$ cat config.mk
export PLATFORM = sky130hd
export DESIGN_NAME = odec_decoder
export DESIGN_NICKNAME = d
export VERILOG_FILES = /design/src/hw/odec_pkg.sv /design/src/hw/odec_first_word.sv /design/src/hw/odec_decoder.sv
export SDC_FILE = /design/constraint.sdc
export NUM_CORES = 1
export LEC_CHECK = 0
export BUFFER_PORTS_ARGS = -buffer_cell sky130_fd_sc_hd__buf_4
export CAP_MARGIN = 10
export CORE_ASPECT_RATIO = 1.75
export CORE_UTILIZATION = 50
export CTS_CLUSTER_SIZE = 30
export DETAILED_ROUTE_END_ITERATION = 7
export PLACE_DENSITY = 0.79
export SLEW_MARGIN = 20
export SYNTH_ARGS = -nofsm -noshare
export SYNTH_HDL_FRONTEND = slang
export SYNTH_SLANG_ARGS = --single-unit
$ cat constraint.sdc
create_clock -name sys_clk -period 2.6 [get_ports sys_clk]
set_input_delay 0.65 -clock sys_clk [delete_from_list [all_inputs] [get_ports sys_clk]]
set_output_delay 0.65 -clock sys_clk [all_outputs]
set_load 0.1 [all_outputs]
$ cat src/hw/odec_pkg.sv
// Package for the opcode decode slice: opcode patterns, fields, cycle counts and the decode result struct.
// Assumes a 16-bit instruction word and a fetch path that presents one word at a time.
package odec_pkg;

    // ************************************************************
    // Opcode patterns and field positions
    // ************************************************************
    localparam logic [7:0]  OP_BRANCH_HI   = 8'he3;   // Conditional branch, condition group.
    localparam logic [7:0]  OP_BR_NZ_LO    = 8'h08;   // Branch if accumulator nonzero.
    localparam logic [7:0]  OP_BR_OV_LO    = 8'h22;   // Branch on overflow.
    localparam logic [7:0]  OP_BR_EQ_LO    = 8'h88;   // Branch if accumulator zero.
    localparam logic [3:0]  OP_PROBE_NIB   = 4'h4;    // Bit probe, position in bits 11:8.
    localparam logic [7:0]  OP_PROBE_MULTIPLIER_OPERAND_REG  = 8'h6f;   // Bit probe chosen by multiplier operand.
    localparam logic [7:0]  OP_DD_SRC      = 8'ha8;   // Data copy, source immediate.
    localparam logic [7:0]  OP_DD_DST      = 8'ha9;   // Data copy, destination immediate.
    localparam logic [7:0]  OP_PD_COPY     = 8'ha5;   // Program to data copy.
    localparam logic [11:0] OP_STATUS_HI   = 12'hbe4; // Status operations, low nibble selects.
    localparam logic [3:0]  ST_CFG_DATA    = 4'h4;
    localparam logic [3:0]  ST_INT_EN      = 4'h0;
    localparam logic [3:0]  ST_CLR_CARRY   = 4'he;
    localparam logic [3:0]  ST_CLR_OVM     = 4'h2;
    localparam logic [3:0]  ST_CLR_SXM     = 4'h6;
    localparam logic [3:0]  ST_CLR_TC      = 4'ha;
    localparam logic [3:0]  ST_CLR_XF      = 4'hc;
    localparam logic [13:0] OP_AUX_CMP     = 14'h2fd1; // 1011 1111 0100 01, then two-bit condition.
    localparam logic [7:0]  OP_MEM_SHIFT   = 8'h77;
    localparam logic [7:0]  OP_PORT_IN     = 8'haf;
    localparam logic [3:0]  OP_ACC_SHIFT   = 4'h1;
    localparam logic [11:0] OP_ACC_LONG    = 12'hbf8;
    localparam logic [7:0]  OP_ACC_HIGH    = 8'h6a;

    // ************************************************************
    // Cycle counts
    // ************************************************************
    localparam logic [2:0] CYC_ONE         = 3'h1;
    localparam logic [2:0] CYC_TWO         = 3'h2;
    localparam logic [2:0] CYC_THREE       = 3'h3;
    localparam logic [2:0] CYC_BR_TAKEN    = 3'h4;
    localparam logic [2:0] CYC_BR_NOT      = 3'h2;

    // ************************************************************
    // Operation codes and decode result
    // ************************************************************
    typedef enum logic [4:0] {
        OPK_NONE, OPK_BRANCH, OPK_PROBE, OPK_PROBE_MULTIPLIER_OPERAND_REG, OPK_DD_SRC, OPK_DD_DST, OPK_PD_COPY,
        OPK_CFG_DATA, OPK_INT_EN, OPK_CLR_CARRY, OPK_CLR_OVM, OPK_CLR_SXM, OPK_CLR_TC,
        OPK_CLR_XF, OPK_AUX_CMP, OPK_MEM_SHIFT, OPK_PORT_IN, OPK_ACC_SHIFT, OPK_ACC_LONG,
        OPK_ACC_HIGH
    } odec_op_e;

    typedef struct packed {
        odec_op_e    op;
        logic        two_word;
        logic [7:0]  address;      // Operand address field.
        logic [3:0]  position;     // Probe position or shift count.
        logic [1:0]  compare_cond; // Compare condition field.
        logic [3:0]  cond_mask;    // Condition select mask, Z L V C.
        logic [3:0]  cond_state;
    } odec_dec_s;

endpackage

$ cat src/hw/odec_first_word.sv
// First-word decoder for the opcode decode slice, purely combinational.
// Assumes the word is stable for the cycle in which it is presented.
`timescale 1ns/1ps
module odec_first_word (
    // Instruction word in
    input  wire logic [15:0]         word,
    // Decode result
    output odec_pkg::odec_dec_s      dec
);

    // ************************************************************
    // Pattern match
    // ************************************************************

    // Matches the word against each pattern; unknown words give no operation.
    always_comb begin
        dec              = '0;
        dec.op           = odec_pkg::OPK_NONE;
        dec.address      = word[7:0];
        dec.position     = word[11:8];
        dec.compare_cond = word[1:0];
        dec.cond_mask    = word[3:0];
        dec.cond_state   = word[7:4];
        if (word[15:8] == odec_pkg::OP_BRANCH_HI &&
            (word[7:0] == odec_pkg::OP_BR_NZ_LO || word[7:0] == odec_pkg::OP_BR_OV_LO ||
             word[7:0] == odec_pkg::OP_BR_EQ_LO)) begin
            dec.op       = odec_pkg::OPK_BRANCH;                 // see RL1 see RL2
            dec.two_word = 1'b1;
        end else if (word[15:12] == odec_pkg::OP_PROBE_NIB) begin
            dec.op = odec_pkg::OPK_PROBE;                        // see RL3
        end else if (word[15:8] == odec_pkg::OP_PROBE_MULTIPLIER_OPERAND_REG) begin
            dec.op = odec_pkg::OPK_PROBE_MULTIPLIER_OPERAND_REG;                   // see RL3
        end else if (word[15:8] == odec_pkg::OP_DD_SRC) begin
            dec.op       = odec_pkg::OPK_DD_SRC;                 // see RL4
            dec.two_word = 1'b1;
        end else if (word[15:8] == odec_pkg::OP_DD_DST) begin
            dec.op       = odec_pkg::OPK_DD_DST;                 // see RL5
            dec.two_word = 1'b1;
        end else if (word[15:8] == odec_pkg::OP_PD_COPY) begin
            dec.op       = odec_pkg::OPK_PD_COPY;                // see RL6
            dec.two_word = 1'b1;
        end else if (word[15:4] == odec_pkg::OP_STATUS_HI) begin
            unique case (word[3:0])                              // see RL8
                odec_pkg::ST_CFG_DATA:  dec.op = odec_pkg::OPK_CFG_DATA;
                odec_pkg::ST_INT_EN:    dec.op = odec_pkg::OPK_INT_EN;
                odec_pkg::ST_CLR_CARRY: dec.op = odec_pkg::OPK_CLR_CARRY;
                odec_pkg::ST_CLR_OVM:   dec.op = odec_pkg::OPK_CLR_OVM;
                odec_pkg::ST_CLR_SXM:   dec.op = odec_pkg::OPK_CLR_SXM;
                odec_pkg::ST_CLR_TC:    dec.op = odec_pkg::OPK_CLR_TC;
                odec_pkg::ST_CLR_XF:    dec.op = odec_pkg::OPK_CLR_XF;
                default:                dec.op = odec_pkg::OPK_NONE;
            endcase
        end else if (word[15:2] == odec_pkg::OP_AUX_CMP) begin
            dec.op = odec_pkg::OPK_AUX_CMP;                      // see RL9
        end else if (word[15:8] == odec_pkg::OP_MEM_SHIFT) begin
            dec.op = odec_pkg::OPK_MEM_SHIFT;                    // see RL10
        end else if (word[15:8] == odec_pkg::OP_PORT_IN) begin
            dec.op       = odec_pkg::OPK_PORT_IN;                // see RL11
            dec.two_word = 1'b1;
        end else if (word[15:12] == odec_pkg::OP_ACC_SHIFT) begin
            dec.op = odec_pkg::OPK_ACC_SHIFT;                    // see RL12
        end else if (word[15:4] == odec_pkg::OP_ACC_LONG) begin
            dec.op       = odec_pkg::OPK_ACC_LONG;               // see RL13
            dec.two_word = 1'b1;
            dec.position = word[3:0];
        end else if (word[15:8] == odec_pkg::OP_ACC_HIGH) begin
            dec.op = odec_pkg::OPK_ACC_HIGH;                     // see RL14
        end
        if (word[15:12] == odec_pkg::OP_ACC_SHIFT) begin
            dec.position = word[11:8];
        end
    end

endmodule

$ cat src/hw/odec_decoder.sv
// Top of the opcode decode slice: word sequencing, branch condition and cycle counts.
// Assumes a fetch path with valid/ready on a 16-bit word and condition flags from the datapath.
//
// What this block does
// (RL1) Words e308 and e322 are two-word branches on accumulator nonzero and on overflow, 4 cycles taken, 2 not.
// (RL2) Word e388 is a two-word branch on accumulator zero whose second word is the target.
// (RL3) Top nibble 4 tests the bit at the position field and 6f tests the bit chosen by the multiplier operand.
// (RL4) Opcode a8 with an address byte and a source word is a two-word, three-cycle data copy.
// (RL5) Opcode a9 with an address byte and a destination word is a two-word, three-cycle data copy.
// (RL6) Opcode a5 with an address byte and a program address word copies program to data in three cycles.
// (RL7) Software keeps the data copy away from the interrupt mask, interrupt flag and global size registers.
// (RL8) Words be4x select configure-as-data, interrupt enable and the five flag clears by low nibble.
// (RL9) Word bf4 with 01 and a two-bit condition compares the current auxiliary register with the zero one.
// (RL10) Opcode 77 copies the addressed word to the next higher address in one cycle.
// (RL11) Opcode af with a port address word reads a port into data memory in two words and two cycles.
// (RL12) Top nibble 1 loads the accumulator with a shift count field in one cycle.
// (RL13) Word bf8 with a shift nibble and a constant word loads the shifted constant in two cycles.
// (RL14) Opcode 6a clears the low accumulator half and loads the high half in one cycle.
// (RL15) A branch condition holds when any masked condition bit matches the required state.
// (RL16) Every two-word opcode consumes its second word before the next instruction issues.
`timescale 1ns/1ps
module odec_decoder (
    // Clock and reset
    input  wire logic                sys_clk,
    input  wire logic                reset,
    // Fetch path
    input  wire logic                fetch_valid,
    input  wire logic [15:0]         fetch_word,
    output logic                     fetch_ready,
    // Condition flags from the datapath: zero, negative, overflow, carry
    input  wire logic [3:0]          cond_flags,
    // Issued instruction
    output logic                     issue_valid,
    output odec_pkg::odec_dec_s      issue_dec,
    output logic [15:0]              issue_second,
    output logic [2:0]               issue_words,
    output logic [2:0]               issue_cycles,
    output logic                     issue_taken
);

    typedef enum logic [1:0] {
        ST_FIRST  = 2'b01,
        ST_SECOND = 2'b10
    } odec_state_e;

    odec_pkg::odec_dec_s dec_w;
    odec_state_e         state_q, state_d;
    odec_pkg::odec_dec_s held_q, held_d;
    logic                valid_q, valid_d;
    odec_pkg::odec_dec_s out_dec_q, out_dec_d;
    logic [15:0]         second_q, second_d;
    logic [2:0]          words_q, words_d;
    logic [2:0]          cycles_q, cycles_d;
    logic                taken_q, taken_d;
    logic                cond_hit;

    // ************************************************************
    // First-word decode
    // ************************************************************

    // Classifies the word on the fetch path.
    odec_first_word u_first (
        .word (fetch_word),
        .dec  (dec_w)
    );

    // Any masked condition bit that matches its required state makes the branch taken.
    assign cond_hit = |(held_q.cond_mask & ~(held_q.cond_state ^ cond_flags)); // see RL15

    // The decoder always accepts words; the second word is absorbed in its own state.
    assign fetch_ready = 1'b1;

    // ************************************************************
    // Sequencing
    // ************************************************************

    // Computes the next state and the issued instruction.
    always_comb begin
        state_d   = state_q;
        held_d    = held_q;
        valid_d   = 1'b0;
        out_dec_d = out_dec_q;
        second_d  = second_q;
        words_d   = words_q;
        cycles_d  = cycles_q;
        taken_d   = 1'b0;
        unique case (state_q)
            ST_FIRST: begin
                if (fetch_valid) begin
                    if (dec_w.two_word) begin
                        held_d  = dec_w;                 // see RL16
                        state_d = ST_SECOND;
                    end else begin
                        valid_d   = 1'b1;
                        out_dec_d = dec_w;
                        second_d  = 16'h0000;
                        words_d   = odec_pkg::CYC_ONE;
                        cycles_d  = odec_pkg::CYC_ONE;   // see RL3 see RL8 see RL9 see RL10 see RL12 see RL14
                    end
                end
            end
            ST_SECOND: begin
                if (fetch_valid) begin
                    valid_d   = 1'b1;                    // see RL16
                    out_dec_d = held_q;
                    second_d  = fetch_word;              // see RL2
                    words_d   = odec_pkg::CYC_TWO;
                    state_d   = ST_FIRST;
                    unique case (held_q.op)
                        odec_pkg::OPK_BRANCH: begin
                            taken_d  = cond_hit;         // see RL1
                            cycles_d = cond_hit ? odec_pkg::CYC_BR_TAKEN : odec_pkg::CYC_BR_NOT;
                        end
                        odec_pkg::OPK_DD_SRC, odec_pkg::OPK_DD_DST, odec_pkg::OPK_PD_COPY: begin
                            cycles_d = odec_pkg::CYC_THREE; // see RL4 see RL5 see RL6
                        end
                        default: begin
                            cycles_d = odec_pkg::CYC_TWO; // see RL11 see RL13
                        end
                    endcase
                end
            end
            default: state_d = ST_FIRST;
        endcase
    end

    // Registers the sequencing state.
    always_ff @(posedge sys_clk or posedge reset) begin
        if (reset) begin
            state_q   <= ST_FIRST;
            held_q    <= '0;
            valid_q   <= 1'b0;
            out_dec_q <= '0;
            second_q  <= 16'h0000;
            words_q   <= 3'h0;
            cycles_q  <= 3'h0;
            taken_q   <= 1'b0;
        end else begin
            state_q   <= state_d;
            held_q    <= held_d;
            valid_q   <= valid_d;
            out_dec_q <= out_dec_d;
            second_q  <= second_d;
            words_q   <= words_d;
            cycles_q  <= cycles_d;
            taken_q   <= taken_d;
        end
    end

    // Drives the issued instruction from the registers.
    assign issue_valid  = valid_q;
    assign issue_dec    = out_dec_q;
    assign issue_second = second_q;
    assign issue_words  = words_q;
    assign issue_cycles = cycles_q;
    assign issue_taken  = taken_q;

endmodule

# After elaboration in Yosys (flattened, before gate mapping)
# Cells that the tools add are included.
[classes]
n_eq_ne = 32
n_bitwise = 3
n_reduce_logical = 10
n_mux = 60
[ops]
columns = ["operator", "count"]
rows = [
  ["$mux 28", 3],
  ["$pmux 28 s2", 1],
  ["$eq 8x8->1 const B", 6],
  ["$mux 16", 3],
  ["$mux 4", 12],
  ["$mux 5", 8],
  ["$pmux 16 s2", 1],
  ["$mux 6", 5],
  ["$pmux 4 s7", 1],
  ["$eq 12x12->1 const B", 2],
  ["$eq 8x7->1 const B", 3],
  ["$pmux 3 s2", 3],
  ["$eq 5x3->1 const B", 3],
  ["$mux 3", 5],
  ["$eq 14x14->1 const B", 1],
  ["$mux 1", 13],
  ["$eq 4x3->1 const B", 3],
  ["$eq 4x4->1 const B", 3],
  ["$eq 8x4->1 const B", 1],
  ["$eq 8x6->1 const B", 1],
  ["$ne 2x2->1 const B", 4],
  ["$mux 2", 3],
  ["$reduce_and 3->1", 2],
  ["$eq 5x1->1 const B", 1],
  ["other kinds (16)", 17],
]
[totals]
elab_cells = 125
input_bits = 23
out_inout_bits = 53
regBits = 82

# Longest topological paths before layout
[depth]
depth_word = 17
mapped_depth = 8
ltp_nobuf = 6

# Hierarchy
# Synthesis repeated with hierarchy kept, for this count alone.
[unflattened]
cells_unflattened = 321
hier_area_um2 = 3895.0
[modules_own_cells]
columns = ["mod", "seq_area_each_um2", "n_inst", "area_each_um2", "cells_each"]
rows = [
  ["odec_decoder", 2028.2, 1, 3324.4, 243],
  ["odec_first_word", 0.0, 1, 570.5, 78],
]

# Worst setup path before layout
# No wires, ideal clock.
[synth_path]
path_kind = "input to register"
startpoint = "in fetch_word[10]"
endpoint = "reg out_dec_q, in the netlist issue_dec[14]"
cell_stages = 8
path_slack_ns = -0.143
arrival_time_ns = 2.616
setup_time_ns = 0.127
required_time_ns = 2.473
n_path_buf = 3
cell_sequence = "buf_2 > or4b_4 > a2111oi_4 > a31oi_2 > and2_1 > buf_6 > buf_6 > a221o_1"
[synth_via]
elab_chain_cells = 15
word_cells_on_any_way = 25
classes_between = "11 x eq/ne; 12 x mux; 2 x reduce/logical"
[synth_rtl]
columns = ["item", "line_no", "source"]
rows = [
  ["from (decl)", "odec_decoder.sv:28", "input wire logic [15:0] fetch_word,"],
  ["$eq 12x12->1", "odec_first_word.sv:62", "end else if (word[15:4] == odec_pkg::OP_ACC_LONG) begin"],
  ["$mux 1", "odec_first_word.sv:62", ""],
  ["$mux 1", "odec_first_word.sv:60", "end else if (word[15:12] == odec_pkg::OP_ACC_SHIFT) begin"],
  ["$mux 6", "odec_first_word.sv:57", "end else if (word[15:8] == odec_pkg::OP_PORT_IN) begin"],
  ["$mux 1", "odec_first_word.sv:55", "end else if (word[15:8] == odec_pkg::OP_MEM_SHIFT) begin"],
  ["$mux 1", "odec_first_word.sv:53", "end else if (word[15:2] == odec_pkg::OP_AUX_CMP) begin"],
  ["$mux 1", "odec_first_word.sv:42", "end else if (word[15:4] == odec_pkg::OP_STATUS_HI) begin"],
  ["$mux 6", "odec_first_word.sv:39", "end else if (word[15:8] == odec_pkg::OP_PD_COPY) begin"],
  ["$mux 6", "odec_first_word.sv:36", "end else if (word[15:8] == odec_pkg::OP_DD_DST) begin"],
  ["$mux 6", "odec_first_word.sv:33", "end else if (word[15:8] == odec_pkg::OP_DD_SRC) begin"],
  ["$mux 1", "odec_first_word.sv:31", "end else if (word[15:8] == odec_pkg::OP_PROBE_MULTIPLIER_OPERAND_REG) begin"],
  ["$mux 1", "odec_first_word.sv:29", "end else if (word[15:12] == odec_pkg::OP_PROBE_NIB) begin"],
  ["$mux 6 (*)", "odec_first_word.sv:24", "if (word[15:8] == odec_pkg::OP_BRANCH_HI &&"],
  ["$ne 2x2->1 (no source line) (*)", "-", ""],
  ["$reduce_and 4->1 (no source line) (*)", "-", ""],
  ["to (signal assigned)", "odec_decoder.sv:142", "out_dec_q <= out_dec_d;"],
  ["to (decl)", "odec_decoder.sv:50", "odec_pkg::odec_dec_s out_dec_q, out_dec_d;"],
]
# Mark *: on every way between the ends. The rest lies on a longest branch, timed or not.
# A chain may end at the register's enable or synchronous reset.

# Worst setup path in the final report
[layout_path]
startpoint = "in fetch_word[10]"
endpoint = "reg out_dec_q, in the netlist issue_dec[13]"
[layout_via]
elab_chain_cells = 16
word_cells_on_any_way = 40
classes_between = "11 x eq/ne; 27 x mux; 2 x reduce/logical"
[layout_rtl]
columns = ["item", "line_no", "source"]
rows = [
  ["$eq 12x12->1", "odec_first_word.sv:62", ""],
  ["$mux 4", "odec_first_word.sv:62", ""],
  ["$mux 4", "odec_first_word.sv:57", ""],
  ["$mux 4", "odec_first_word.sv:55", ""],
  ["$mux 4", "odec_first_word.sv:53", ""],
  ["$mux 4", "odec_first_word.sv:42", ""],
  ["$mux 4", "odec_first_word.sv:39", ""],
  ["$mux 4", "odec_first_word.sv:36", ""],
  ["$mux 4", "odec_first_word.sv:33", ""],
  ["$mux 4", "odec_first_word.sv:31", ""],
  ["$mux 4", "odec_first_word.sv:29", ""],
  ["$mux 4", "odec_first_word.sv:24", ""],
  ["$mux 4", "odec_first_word.sv:69", "if (word[15:12] == odec_pkg::OP_ACC_SHIFT) begin"],
  ["$mux 28", "odec_decoder.sv:90", "if (dec_w.two_word) begin"],
  ["$mux 28", "odec_decoder.sv:89", "if (fetch_valid) begin"],
  ["$pmux 28 s2", "odec_decoder.sv:87", "unique case (state_q)"],
]
# Parallel ways exist; a longest one is shown, timed or not. The select of a mux whose other input is x is not followed.

==> metrics.log <==
INFO  metric outcome = finished, final reports clean
INFO  metric syn-mean-instance-area = 11.0 um2
INFO  metric pwr-share-seq = 34.8%
INFO  metric num-fill-cells = 447
INFO  metric initial_core_util = 52.7%
INFO  metric cellLeakagePower = 1.96 nW
INFO  metric final_min_period_over_clock_period = 89.8%
INFO  metric clock_insertion_delay_worst_skew = 0.36 ns
INFO  metric synth_enable_flop_cells = 0
INFO  metric synthTopCellsByArea = sky130_fd_sc_hd__dfrtp_1, sky130_fd_sc_hd__a22o_1, sky130_fd_sc_hd__a221o_1
INFO  metric setup_repair_after_global_routing_missed_its_margin = no
INFO  metric crit_path_max_fanout = 11
INFO  metric netlist.top_cell.by_area = sky130_fd_sc_hd__dfrtp_1
INFO  metric p_sw = 1.29 mW
INFO  metric cpMostUsedCell = sky130_fd_sc_hd__buf_4
INFO  metric synthTopCellsByCount = sky130_fd_sc_hd__dfrtp_1, sky130_fd_sc_hd__inv_1, sky130_fd_sc_hd__a22o_1
INFO  metric cts_root_buffer = sky130_fd_sc_hd__clkbuf_8
INFO  metric post_cts_hold_buffer_count = 0
INFO  metric detail-route-antenna-nets = 0
INFO  metric timing.max_cap.violations = 0
INFO  metric cts.clk_slew.worst_paths = 0.07 ns
INFO  metric dieArea = 6620 um2
INFO  metric power.ir.vdd_worst = 0.000591 V
INFO  metric critPathCaptureType = flip-flop
INFO  metric post_drt_wl_per_cell = 17.8 um
INFO  metric first_global_vias = 2,675
INFO  metric cpPeakStageDelay = 0.54 ns
INFO  metric critPathLaunchType = input port
INFO  metric clock-sinks = 61
INFO  metric post-synth-top-count-cell = sky130_fd_sc_hd__dfrtp_1
INFO  metric timing.hold.ws = 0.270 ns
INFO  metric endpoints_failing_setup = 0
INFO  metric critical-path-slowest-cell = sky130_fd_sc_hd__or4b_4
INFO  metric crit_arrival = 2.63 ns
INFO  metric port_buffers = 73
INFO  metric ys_types = 56
INFO  metric syn_area = 3150 um2
INFO  metric tritoncts_clock_tree = yes
INFO  metric synth_seq_area_share = 48.6%
INFO  metric class_of_the_most_critical_setup_path = input port to flip-flop
INFO  metric fin_worst_skew = 0.0137 ns
INFO  metric total_congestion_overflow_after_global_routing = 0
INFO  metric slew_violations = 0
INFO  metric internal_power = 1.82 mW
INFO  metric synth-seq-cells = 61
INFO  metric cts-resized-gates = 0
INFO  metric worst_path_dominant_cell_family = compound AO/OA/AOI/OAI gates
INFO  metric route.final.wire_length = 8000 um
INFO  metric detailed_place_hpwl = 5840 um
INFO  metric number_of_setup_buffers_added_after_cts = 0
INFO  metric pin_count = 76
INFO  metric worstPathRequired = 2.89 ns
INFO  metric final-seq-area = 1530 um2
INFO  metric cts_buffer_count = 9
INFO  metric synth_top_flop_cell = sky130_fd_sc_hd__dfrtp_1
INFO  metric syn-num-nets = 311
INFO  metric clock_network_fraction_of_design_power = 30.5%
INFO  metric async_reset_ff_share = 100%
INFO  metric area_used_by_multi_input_combinational_logic = 1320 um2
INFO  metric drive_above_1_share = 36.6%
INFO  metric std_cell_rows = 37
INFO  metric crit_path_cell_trace = buf_4 -> or4b_4 -> a2111oi_4 -> buf_4 -> and2_1 -> o32a_1 -> buf_4 -> a221o_1
INFO  metric antenna_violations_before_repair = 0
INFO  metric synthesis.yosys.warnings = 0
INFO  metric drc = 0
INFO  metric dr.pass1.iters = 4
INFO  metric chipWidth = 62.0 um
INFO  metric die_span_y = 107 um
INFO  metric holdCritPathClass = input port to async pin
INFO  metric num-nets-final = 392
INFO  metric area.growth.synth_to_final = 29.8%
INFO  metric core_area = 5970 um2
INFO  metric netlist.area_leader.share = 47.7%
INFO  metric placed_cell_area = 3860 um2
INFO  metric final_weighted_congestion_of_routability_driven_global_placement = 0.948
INFO  metric grt_pass1_wl = 12,800 um
INFO  metric vias_per_cell = 5.91
INFO  metric clock_tree.htree_level_count = 3
INFO  metric max_clock_buf_depth = 2
INFO  metric final.min_clock_period = 2.33 ns
INFO  metric cp_num_buf_inv = 3
INFO  metric groute.usage.overall = 26.8%
INFO  metric initialDrtViolationCount = 114
INFO  metric timing_hold_violations_final = 0
INFO  metric sw_frac_of_total = 41.5%
INFO  metric antenna_cells = 0
INFO  metric maxClockFrequency = 428 MHz
INFO  metric stdcell_area = 4080 um2
INFO  metric combPwrFrac = 34.7%
INFO  metric grt_start_max_net_pins = 23
INFO  metric syn-instance-count = 286
INFO  metric power-per-cell-area = 761 nW/um2
INFO  metric via_count = 2,659
-- metrics by stage --
| step | std cells | setup slack (ns) | utilization [%] | power [mW] | TNS, ns |
|---|---|---|---|---|---|
| 5_1_grt | 450 | 0.208 | 68.3 | 3.21 | 0 |
| 3_5_place_dp | 434 | -0.0894 | 64.6 | 2.18 | -2.31 |
| 4_1_cts | 450 | 0.288 | 68.3 | 3.11 | 0 |
| 3_3_place_gp | 434 | -0.0333 | 64.6 | 2.16 | -0.552 |
| 6_report | 450 | 0.266 | 68.3 | 3.10 | 0 |
| 2_1_floorplan | 286 | -0.0707 | - | 1.96 | -1.06 |
-- layer usage --
layer | routed length, um | global-route usage, % | up-vias | share of wire (%)
met3 | 427 | 6.03 | 25 | 5.3
li1 | - | - | 1204 | -
met1 | 3000 | 31.6 | 1323 | 37
met4 | 274 | 15.2 | 0 | 3.4
met2 | 4300 | 43.2 | 107 | 54
met5 | 0 | 0 | - | 0
-- power by group through the flow --
stage	Combinational, mW	Clock [mW]	Sequential [mW]
finish	1.08	0.947	1.08
global route	1.12	1.00	1.09
CTS	1.08	0.953	1.08
detailed placement	1.08	0	1.10
global placement	1.07	0	1.09
floorplan	0.508	0	1.45
-- final timing paths --
check	from	end	slack [ns]	depth (start not counted)
worst max-delay path	fetch_word[10]	issue_dec[13]	0.27	8
worst min-delay path	reset	issue_valid	0.27	2
worst max register to register	state_q[0]	issue_dec[13]	0.58	5
worst min register to register	state_q[0]	state_q[0]	0.49	2
max in group asynchronous	reset	held_q[12]	1.71	3
min in group sys_clk	state_q[0]	state_q[0]	0.49	2
-- layout by cell type, fill, tap and decap left out, drive strengths merged, types with 2 or more instances in the layout --
| cell type | instances |
|---|---|
| a211oi | 2 |
| a21o | 3 |
| a21oi | 8 |
| a221o | 12 |
| a22o | 19 |
| a22oi | 2 |
| a31oi | 2 |
| and2 | 3 |
| buf | 103 |
| bufinv | 2 |
| clkbuf | 9 |
| clkinv | 2 |
| clkinvlp | 2 |
| conb | 2 |
| dfrtp | 60 |
| ha | 2 |
| inv | 25 |
| mux2 | 8 |
| mux2i | 9 |
| nand2 | 7 |
| nand2b | 4 |
| nand3 | 6 |
| nand3b | 3 |
| nand4 | 5 |
| nand4b | 2 |
| nand4bb | 2 |
| nor2 | 4 |
| nor2b | 5 |
| nor3 | 7 |
| nor3b | 7 |
| nor4 | 2 |
| nor4b | 2 |
| nor4bb | 4 |
| o211ai | 2 |
| o21ai | 6 |
| o221ai | 5 |
| xnor2 | 5 |
-- flip-flops by register name, indices dropped and copies added (netlist names) --
name / cells
held_q: 18
issue_dec: 18
issue_second: 16
issue_cycles: 3
issue_words: 2
state_q: 2
issue_taken: 1
issue_valid: 1
-- area by class of cell --
cell class                 instances  share of cell area, %
multi-input combinational        168                   32.4
clock inverter                     7                   2.39
inverter                          24                   2.21
sequential                        61                   37.4
tap                               78                   2.39
clock buffer                       9                   3.03
timing repair buffer             103                   20.2
-- cells by family after synthesis --
| family | Yosys count | synth area share (%) |
|---|---|---|
| AOI/OAI and AO/OA | 72 | 19.0 |
| other | 2 | 0.239 |
| adders and majority gates | 2 | 0.795 |
| DFF | 61 | 48.6 |
| xor gates and xnor gates | 6 | 1.67 |
| and+or+nand+nor | 69 | 14.4 |
| muxes | 17 | 5.73 |
| buffers and inverters | 57 | 9.63 |
No activity file was read; power rests on OpenSTA's default activity.
